[src/mtseq_regs.svh]
`ifndef MTSEQ_REGS_SVH
`define MTSEQ_REGS_SVH
// Register byte offsets
`define MTSEQ_OFF_CTRL     12'h000
`define MTSEQ_OFF_SRC      12'h004
`define MTSEQ_OFF_SAMPLES  12'h008
`define MTSEQ_OFF_TRIGS    12'h00c
`define MTSEQ_OFF_DELAY    12'h010
`define MTSEQ_OFF_STATUS   12'h014
`define MTSEQ_OFF_CMD      12'h018
`define MTSEQ_OFF_MEASURE  12'h01c
// Command register bits
`define MTSEQ_CMD_INIT     0
`define MTSEQ_CMD_CONF     1
`define MTSEQ_CMD_MEAS     2
`define MTSEQ_CMD_TRG      3
`define MTSEQ_CMD_CLEAR    4
`define MTSEQ_CMD_RESET    5
// Control register bits
`define MTSEQ_CTRL_REMOTE  0
`define MTSEQ_CTRL_KEYMODE 1
`define MTSEQ_CTRL_DLYAUTO 2
// Limits and reset values
`define MTSEQ_COUNT_MAX    16'd50000
`define MTSEQ_COUNT_ONE    16'd1
`define MTSEQ_DELAY_MAX_S  32'd3600
// Timing
`define MTSEQ_CLK_HZ       32'd20000000
`define MTSEQ_SETUP_MS     32'd20
`define MTSEQ_SETUP_CYC    ((`MTSEQ_CLK_HZ / 32'd1000) * `MTSEQ_SETUP_MS)
`define MTSEQ_DELAY_MAX_C  (64'd20000000 * 64'd3600)
`endif

[src/mtseq_pkg.sv]
package mtseq_pkg;
  typedef enum logic [1:0] {
    MTSEQ_SRC_IMM = 2'h0,
    MTSEQ_SRC_BUS = 2'h1,
    MTSEQ_SRC_EXT = 2'h2,
    MTSEQ_SRC_AUTO = 2'h3
  } mtseq_src_t;
  typedef enum logic [2:0] {
    MTSEQ_IDLE  = 3'h0,
    MTSEQ_SETUP = 3'h1,
    MTSEQ_WAIT  = 3'h3,
    MTSEQ_DELAY = 3'h2,
    MTSEQ_READ  = 3'h6
  } mtseq_state_t;
endpackage

[src/mtseq_delay.sv]
`timescale 1ns/1ns
`include "mtseq_regs.svh"
module mtseq_delay #(
  parameter int W = 37
) (
  // Clock and reset
  input  wire logic         clk,
  input  wire logic         srst,
  // Control
  input  wire logic         load,
  input  wire logic [W-1:0] ticks,
  // Status
  output logic              busy,
  output logic              expired
);
  logic [W-1:0] count;

  // Down-counter loaded per sample
  always_ff @(posedge clk) begin
    if (srst) begin
      count   <= '0;
      busy    <= 1'b0;
      expired <= 1'b0;
    end else if (load) begin
      count   <= ticks;
      busy    <= 1'b1;
      expired <= 1'b0;
    end else if (busy && count == '0) begin
      busy    <= 1'b0;
      expired <= 1'b1;
    end else begin
      expired <= 1'b0;
      if (busy) begin
        count <= count - W'(1);
      end
    end
  end
endmodule // mtseq_delay

[src/mtseq_pulse.sv]
`timescale 1ns/1ns
module mtseq_pulse #(
  parameter int W = 4
) (
  // Clock and reset
  input  wire logic         clk,
  input  wire logic         srst,
  // Pulse input and width
  input  wire logic         fire,
  input  wire logic [W-1:0] width,
  // Low-true output
  output logic              out_n
);
  logic [W-1:0] left;

  always_ff @(posedge clk) begin
    if (srst) begin
      left  <= '0;
      out_n <= 1'b1;
    end else if (fire) begin
      left  <= width;
      out_n <= 1'b0;
    end else if (left > W'(1)) begin
      left  <= left - W'(1);
    end else begin
      left  <= '0;
      out_n <= 1'b1;
    end
  end
endmodule // mtseq_pulse

[src/mtseq_top.sv]
`timescale 1ns/1ns
`include "mtseq_regs.svh"
module mtseq_top #(
  parameter int unsigned SETUP_CYC = `MTSEQ_SETUP_CYC,
  parameter int          DW        = 37,
  parameter logic [36:0] AUTO_DLY  = 37'h0000000014,
  parameter logic [3:0]  DONE_W    = 4'h4
) (
  // Clock and reset
  input  wire logic        clk,
  input  wire logic        srst,
  // APB slave
  input  wire logic        psel,
  input  wire logic        penable,
  input  wire logic        pwrite,
  input  wire logic [11:0] paddr,
  input  wire logic [31:0] pwdata,
  output logic [31:0]      prdata,
  output logic             pready,
  output logic             pslverr,
  // Front panel, link and measurement engine
  input  wire logic        single_key,
  input  wire logic        group_exec_trig,
  input  wire logic        ext_trig_n,
  input  wire logic        reading_done,
  // Measurement engine and indicators
  output logic             reading_start,
  output logic             sample_active,
  output logic             trig_waiting,
  output logic             measurement_complete_output
);
  import mtseq_pkg::*;

  ////////////////////////////////////////////////////////////////////////
  // Registers
  mtseq_state_t state;
  mtseq_src_t   src;
  logic         remote;
  logic         dly_auto;
  logic [31:0]  dly_ticks_reg;
  logic [15:0]  samples;
  logic [15:0]  trigs;
  logic         trigs_inf;
  logic [15:0]  sample_cnt;
  logic [15:0]  trig_cnt;
  logic [31:0]  setup_cnt;
  logic         ext_latch;
  logic         ext_q;
  logic         trig_ignored;
  logic [31:0]  meas_total;

  wire wr = psel && penable && pwrite;
  wire [5:0] cmd = (wr && paddr == `MTSEQ_OFF_CMD) ? pwdata[5:0] : 6'h00;
  wire do_reset  = cmd[`MTSEQ_CMD_RESET];
  wire do_conf   = cmd[`MTSEQ_CMD_CONF] || cmd[`MTSEQ_CMD_MEAS];
  wire do_init   = cmd[`MTSEQ_CMD_INIT] || cmd[`MTSEQ_CMD_MEAS];
  wire do_clear  = cmd[`MTSEQ_CMD_CLEAR];
  wire ext_fall  = ext_q && !ext_trig_n;

  ////////////////////////////////////////////////////////////////////////
  // APB slave, zero wait states
  assign pready  = 1'b1;
  assign pslverr = 1'b0;

  function automatic logic [15:0] clamp_cnt(input logic [31:0] v);
    if (v == 32'h0) begin
      return `MTSEQ_COUNT_ONE;
    end else if (v > 32'(`MTSEQ_COUNT_MAX)) begin
      return `MTSEQ_COUNT_MAX;
    end else begin
      return v[15:0];
    end
  endfunction

  // Interface reset keeps local or remote control
  always_ff @(posedge clk) begin
    if (srst) begin
      remote <= 1'b0;
    end else if (wr && paddr == `MTSEQ_OFF_CTRL) begin
      remote <= pwdata[`MTSEQ_CTRL_REMOTE];
    end
  end

  // Trigger source
  always_ff @(posedge clk) begin
    if (srst) begin
      src <= MTSEQ_SRC_AUTO;
    end else if (do_reset) begin
      src <= remote ? MTSEQ_SRC_IMM : MTSEQ_SRC_AUTO;
    end else if (do_conf) begin
      src <= MTSEQ_SRC_IMM;
    end else if (wr && paddr == `MTSEQ_OFF_CTRL) begin
      if (pwdata[`MTSEQ_CTRL_REMOTE] && !remote) begin
        src <= MTSEQ_SRC_IMM;
      end else if (!pwdata[`MTSEQ_CTRL_REMOTE] && pwdata[`MTSEQ_CTRL_KEYMODE]) begin
        src <= MTSEQ_SRC_EXT;
      end else if (!pwdata[`MTSEQ_CTRL_REMOTE]) begin
        src <= MTSEQ_SRC_AUTO;
      end
    end else if (wr && paddr == `MTSEQ_OFF_SRC && remote && pwdata[1:0] != 2'h3) begin
      src <= mtseq_src_t'(pwdata[1:0]);
    end
  end

  // Counts and delay configuration
  always_ff @(posedge clk) begin
    if (srst || do_reset || do_conf) begin
      samples   <= `MTSEQ_COUNT_ONE;
      trigs     <= `MTSEQ_COUNT_ONE;
      trigs_inf <= 1'b0;
      dly_auto  <= 1'b1;
      dly_ticks_reg <= 32'h0;
    end else if (wr) begin
      case (paddr)
        `MTSEQ_OFF_SAMPLES: samples <= clamp_cnt(pwdata);
        `MTSEQ_OFF_TRIGS: begin
          trigs     <= clamp_cnt({1'b0, pwdata[30:0]});
          trigs_inf <= pwdata[31];
        end
        `MTSEQ_OFF_DELAY: dly_ticks_reg <= pwdata;
        `MTSEQ_OFF_CTRL: dly_auto <= pwdata[`MTSEQ_CTRL_DLYAUTO];
        default: ;
      endcase
    end
  end

  // Delay in ticks; software gives milliseconds, clipped to the top
  logic [DW-1:0] dly_ticks;
  always_comb begin
    logic [63:0] t;
    t = 64'(dly_ticks_reg) * (64'(`MTSEQ_CLK_HZ) / 64'd1000);
    if (t > `MTSEQ_DELAY_MAX_C) begin
      t = `MTSEQ_DELAY_MAX_C;
    end
    dly_ticks = dly_auto ? AUTO_DLY : t[DW-1:0];
  end

  ////////////////////////////////////////////////////////////////////////
  // Trigger qualification
  logic key_ok, bus_trg, ext_trg, trig_now, dly_load, dly_exp, last_trig;

  always_ff @(posedge clk) begin
    if (srst) begin
      ext_q <= 1'b1;
    end else begin
      ext_q <= ext_trig_n;
    end
  end

  assign key_ok  = single_key && !remote;
  assign bus_trg = cmd[`MTSEQ_CMD_TRG] || group_exec_trig;
  assign ext_trg = ext_fall || ext_latch;

  always_comb begin
    trig_now = 1'b0;
    if (state == MTSEQ_WAIT) begin
      case (src)
        MTSEQ_SRC_IMM:  trig_now = 1'b1;
        MTSEQ_SRC_AUTO: trig_now = !remote;
        MTSEQ_SRC_BUS:  trig_now = bus_trg;
        MTSEQ_SRC_EXT:  trig_now = ext_trg || key_ok;
        default:        trig_now = 1'b0;
      endcase
    end
  end

  // One buffered external pulse
  always_ff @(posedge clk) begin
    if (srst || do_clear) begin
      ext_latch <= 1'b0;
    end else if (ext_fall && src == MTSEQ_SRC_EXT && state != MTSEQ_WAIT
                 && state != MTSEQ_IDLE && state != MTSEQ_SETUP) begin
      ext_latch <= 1'b1;
    end else if (trig_now) begin
      ext_latch <= 1'b0;
    end
  end

  // Bus or key triggers outside the wait state set the sticky ignored flag
  always_ff @(posedge clk) begin
    if (srst || do_reset) begin
      trig_ignored <= 1'b0;
    end else if ((bus_trg || key_ok) && state != MTSEQ_WAIT) begin
      trig_ignored <= 1'b1;
    end else if (wr && paddr == `MTSEQ_OFF_STATUS) begin
      trig_ignored <= 1'b0;
    end
  end

  ////////////////////////////////////////////////////////////////////////
  // Sequencer
  assign last_trig = !trigs_inf && (!remote || trig_cnt >= trigs);

  always_ff @(posedge clk) begin
    if (srst || do_clear || do_reset) begin
      state <= MTSEQ_IDLE;
      sample_cnt <= 16'h0;
      trig_cnt   <= 16'h0;
      setup_cnt  <= 32'h0;
    end else begin
      case (state)
        MTSEQ_IDLE: begin
          trig_cnt <= 16'h0;
          if (!remote) begin
            state <= MTSEQ_WAIT;
          end else if (do_init) begin
            state     <= MTSEQ_SETUP;
            setup_cnt <= SETUP_CYC;
          end
        end
        MTSEQ_SETUP: begin
          if (setup_cnt <= 32'h1) begin
            state <= MTSEQ_WAIT;
          end else begin
            setup_cnt <= setup_cnt - 32'h1;
          end
        end
        MTSEQ_WAIT: begin
          if (trig_now) begin
            state      <= MTSEQ_DELAY;
            sample_cnt <= 16'h1;
            trig_cnt   <= trig_cnt + 16'h1;
          end
        end
        MTSEQ_DELAY: begin
          if (dly_exp) begin
            state <= MTSEQ_READ;
          end
        end
        MTSEQ_READ: begin
          if (reading_done) begin
            if (sample_cnt < samples) begin
              state      <= MTSEQ_DELAY;
              sample_cnt <= sample_cnt + 16'h1;
            end else if (!remote || !last_trig) begin
              state <= MTSEQ_WAIT;
            end else begin
              state <= MTSEQ_IDLE;
            end
          end
        end
        default: state <= MTSEQ_IDLE;
      endcase
    end
  end

  assign dly_load = (state == MTSEQ_WAIT && trig_now)
                 || (state == MTSEQ_READ && reading_done && sample_cnt < samples);

  mtseq_delay #(
    .W (DW)
  ) u_delay (
    .clk     (clk),
    .srst    (srst || do_clear),
    .load    (dly_load),
    .ticks   (dly_ticks),
    .busy    (),
    .expired (dly_exp)
  );

  // Reading start and completion count
  always_ff @(posedge clk) begin
    if (srst) begin
      reading_start <= 1'b0;
      meas_total    <= 32'h0;
    end else begin
      reading_start <= dly_exp && state == MTSEQ_DELAY && !do_clear;
      if (state == MTSEQ_READ && reading_done) begin
        meas_total <= meas_total + 32'h1;
      end
    end
  end

  mtseq_pulse #(
    .W (4)
  ) u_done (
    .clk   (clk),
    .srst  (srst),
    // A reading that ends on an abort edge still completed
    .fire  (state == MTSEQ_READ && reading_done),
    .width (DONE_W),
    .out_n (measurement_complete_output)
  );

  always_ff @(posedge clk) begin
    if (srst) begin
      sample_active <= 1'b0;
      trig_waiting  <= 1'b0;
    end else begin
      // Aborted sequences drop the activity flag at once
      sample_active <= !(do_clear || do_reset)
                    && (state == MTSEQ_DELAY || state == MTSEQ_READ);
      trig_waiting  <= state == MTSEQ_WAIT && src != MTSEQ_SRC_AUTO
                    && src != MTSEQ_SRC_IMM;
    end
  end

  ////////////////////////////////////////////////////////////////////////
  // Read mux
  always_ff @(posedge clk) begin
    if (srst) begin
      prdata <= 32'h0;
    end else if (psel && !penable && !pwrite) begin
      case (paddr)
        `MTSEQ_OFF_CTRL:    prdata <= {29'h0, dly_auto, src == MTSEQ_SRC_EXT, remote};
        `MTSEQ_OFF_SRC:     prdata <= {30'h0, src};
        `MTSEQ_OFF_SAMPLES: prdata <= {16'h0, samples};
        `MTSEQ_OFF_TRIGS:   prdata <= {trigs_inf, 15'h0, trigs};
        `MTSEQ_OFF_DELAY:   prdata <= dly_ticks_reg;
        `MTSEQ_OFF_STATUS:  prdata <= {24'h0, ext_latch, trig_ignored, 3'h0, state};
        `MTSEQ_OFF_MEASURE: prdata <= meas_total;
        default:            prdata <= 32'h0;
      endcase
    end
  end
endmodule // mtseq_top

[config.mk]
export PLATFORM = sky130hd
export DESIGN_NAME = mtseq_top
export DESIGN_NICKNAME = d
export VERILOG_FILES = /design/src/mtseq_pkg.sv /design/src/mtseq_delay.sv /design/src/mtseq_pulse.sv /design/src/mtseq_top.sv
export VERILOG_INCLUDE_DIRS = /design/src
export SDC_FILE = /design/constraint.sdc
export NUM_CORES = 1
export LEC_CHECK = 0
export BUFFER_PORTS_ARGS = -buffer_cell sky130_fd_sc_hd__buf_2
export CAP_MARGIN = 15
export CORE_MARGIN = 2
export CORE_UTILIZATION = 50
export CTS_CLUSTER_SIZE = 24
export DETAILED_ROUTE_END_ITERATION = 6
export GPL_TIMING_DRIVEN = 0
export HOLD_SLACK_MARGIN = 0.12
export PLACE_DENSITY = 0.67
export SETUP_SLACK_MARGIN = 0.05
export SYNTH_ARGS = -nofsm -noshare
export SYNTH_HDL_FRONTEND = slang
export SYNTH_SLANG_ARGS = --single-unit
[constraint.sdc]
create_clock -name clk -period 7.5 [get_ports clk]
set_input_delay 0.375 -clock clk [delete_from_list [all_inputs] [get_ports clk]]
set_output_delay 0.375 -clock clk [all_outputs]
set_load 0.02 [all_outputs]
==> impl_metrics.yaml <==
run_status:
  status: "finished, final reports clean"
global_routing:
  grt_busiest_layer: "met2"
  antenna_found_initial: 2
  met3_usage: 0.0556
  grt_use_met1: 0.378
  met2_usage: 0.434
  grt-ovfl-total: 0
  grt_pass1_wl_um: 80700
  grt_start_max_net_pins: 14
  grt_usage: 0.273
  first_global_vias: 15300
worst_setup_path:
  cp_top_family: "adder cells"
  startpoint_type: "register"
  r2r_slack_ns: 0.56
  crit-reg2reg-launch: "dly_ticks_reg[5]"
  cp.required_ns: 7.93
  crit_top_cell: "inv_1"
  crit_chain: "inv_1 -> fa_1 -> inv_1 -> ha_1 -> inv_1 -> fa_1 -> inv_1 -> ha_1 -> inv_1 -> fa_1 -> inv_1 -> ha_1 -> o211ai_1 -> a21oi_1 -> o21ai_1 -> o31ai_1 -> a31oi_1 -> xnor2_1 -> nor4_1 -> nor4b_4 -> nand3_1 -> buf_2 -> o41ai_1"
  end_kind: "register"
  crit_arrival_ns: 7.37
  crit_start: "dly_ticks_reg[5]"
  cp_num_buf_inv: 7
  cp_slowest_cell: "o31ai_1"
  cp_max_fo: 10
  critical_path.max_stage_delay_ns: 0.61
  critPathKind: "register to register"
timing:
  rsz0062_at_grt: "no"
  period_share: 0.925
  setup_viol: 0
  fin_setup_tns_ns: 0
  fin_skew_ns: 0.0124
  max_freq_mhz: 144
  min_period_ns: 6.94
  maxSlewHeadroom: 0.177
  drv_slew: 0
  tightest_slew_ns: 1.23
  final-hold-violation-count: 0
place:
  io_buffers: 85
  dp_hpwl_um: 40300
  gp_congestion: 0.955
pwr:
  vdd_drop_max_v: 0.000283
  powerDensity_mw_per_mm2: 222
  p_leak_nw: 8.74
  fin_total_pwr_mw: 4.43
synthesis:
  ys_async_sr_fraction: 0
  synth_area_per_cell_sq_um: 8.07
  synth_ff_type: "dfxtp_1"
  synth-seq-cells: 250
  synth_cells: 2215
  yosysWarnings: 0
  synth_cell_type_count: 76
  ys_seq_area_frac: 0.280
  synth_area_sq_mm: 0.0179
  syn-num-nets: 2510
  synth_edf_count: 0
detailed_routing:
  vias: 16300
  route.detailed.wl_per_inst_um: 18.1
  ant_nets: 0
  drtPass1Iterations: 7
  wl_um: 51200
  drc_errors: 0
  viasPerCell: 5.74
  drtIter0Drc: 1430
die:
  die_w_um: 193
  io_pins: 91
  dieArea_sq_mm: 0.0373
  start_util: 0.505
  rows: 69
  die_h_um: 193
  core_sq_mm: 0.0354
cells_and_area:
  largest_reg_flops: 37
  regArea_sq_mm: 0.00500
  diodes: 0
  final_util: 0.563
  fin_nets: 2647
  multi_input_area_sq_mm: 0.0115
  syn2layout_area_growth_pct: 11.5
  drive_gt1_frac: 0.0684
  n_fill_cell: 3337
  top_register: "u_delay.count"
clock_tree:
  clk_pin_slew_worst_paths_ns: 0.06
  cts_inserted_buffers: 27
  cts_setup_buffers: 0
  htreeDepth: 1
  clock-sinks: 250
  root_buffer: "clkbuf_16"
  cts_tree: "built"
  clock_latency_ns: 0.55
  clockBufferDepth: 3
worst_hold_path:
  hold_path.class: "primary input to register"
  hp-start: "pwdata[7]"
flow_run:
  maxCapViolCount: 0
==> synth_stat cells, drive strengths merged, types with 8 or more instances <==
cell type	count	area share
a211oi	13	0.0055
a21o	23	0.0097
a21oi	184	0.052
a22oi	59	0.025
a31oi	8	0.0028
and3	13	0.0046
and4	8	0.0039
buf	13	0.0038
clkbuf	88	0.018
dfxtp	250	0.28
fa	83	0.093
ha	159	0.11
inv	269	0.057
mux2i	8	0.0045
nand2	199	0.042
nand2b	18	0.0063
nand3	48	0.013
nand4	45	0.016
nor2	232	0.049
nor2b	10	0.0035
nor3	45	0.013
nor4	30	0.011
o21a	8	0.0034
o21ai	87	0.025
o31ai	18	0.0076
o41ai	10	0.0049
or3	29	0.010
or4	11	0.0050
xnor2	71	0.035
xor2	72	0.035
==> through the flow <==
step                      instance area, sq um  worst slack [ns]  hold slack, ns  instances
final                                    19900             0.564           0.147       2830
after global routing                     19900             0.141           0.130       2830
after CTS                                19900             0.462           0.124       2828
after detailed placement                 18900             0.558           0.462       2763
after global placement                   18900             0.485           0.445       2761
after floorplan                          17900              1.91           0.430       2215
==> worst register-to-register path, stage by stage, from the launching register on <==
cell and delay [ns]:
dfxtp_1 0.55, inv_1 0.21, fa_1 0.54, inv_1 0.04
ha_1 0.26, inv_1 0.05, fa_1 0.53, inv_1 0.04
ha_1 0.27, inv_1 0.05, fa_1 0.50, inv_1 0.05
ha_1 0.38, o211ai_1 0.12, a21oi_1 0.22, o21ai_1 0.19
o31ai_1 0.61, a31oi_1 0.31, xnor2_1 0.20, nor4_1 0.23
nor4b_4 0.42, nand3_1 0.40, buf_2 0.33, o41ai_1 0.33
==> layer usage <==
metal | wire length [um] | vias up
met4 | 1230 | 4
met1 | 23200 | 7732
met2 | 22900 | 573
met5 | 15 | -
met3 | 3960 | 92
li1 | - | 7854
==> timing repair <==
action,in CTS,in global routing
hold endpoints to repair,19,0
gates resized for setup,0,1
hold buffers,19,0
endpoints found under the setup margin,0,2
==> path summary, 6_finish.rpt <==
check	end	depth (start not counted)
hold / removal	dly_ticks_reg[7]	3
hold reg to reg	setup_cnt[15]	2
setup / recovery	u_delay.count[13]	23
setup reg to reg	u_delay.count[13]	23
==> cell families (layout without fill, tap and decap cells) <==
kind of cell | count (synthesis) | count (layout) | synth area share
AOI/OAI and AO/OA | 485 | 485 | 0.172
xor gates and xnor gates | 143 | 143 | 0.0701
adders and majority gates | 242 | 242 | 0.204
buffers and inverters | 370 | 524 | 0.0788
DFF | 250 | 250 | 0.280
muxes | 10 | 10 | 0.00637
other | 2 | 2 | 0.000420
and+or+nand+nor | 713 | 713 | 0.188
==> placed cells by master, fill, tap and decap left out, types with 77 or more instances in the layout <==
master    instances
clkbuf_1         96
a21oi_1         184
o21ai_0          77
dfxtp_1         250
inv_1           269
buf_2            91
nor2_1          232
ha_1            159
fa_1             83
nand2_1         199
==> final cells by class <==
| type | count | area share |
|---|---|---|
| Sequential cell | 250 | 0.251 |
| Multi-Input combinational cell | 1595 | 0.575 |
| Tap cell | 461 | 0.0289 |
| Inverter | 269 | 0.0507 |
| Timing Repair Buffer | 108 | 0.0319 |
| Clock inverter | 6 | 0.00320 |
| Clock buffer | 40 | 0.0389 |
| Buffer | 101 | 0.0200 |
==> where the power goes <==
group          internal [mW]  switching, mW
Clock                  0.744          0.546
Sequential              1.48          0.135
Combinational          0.642          0.884
No activity file was read; power rests on OpenSTA's default activity.
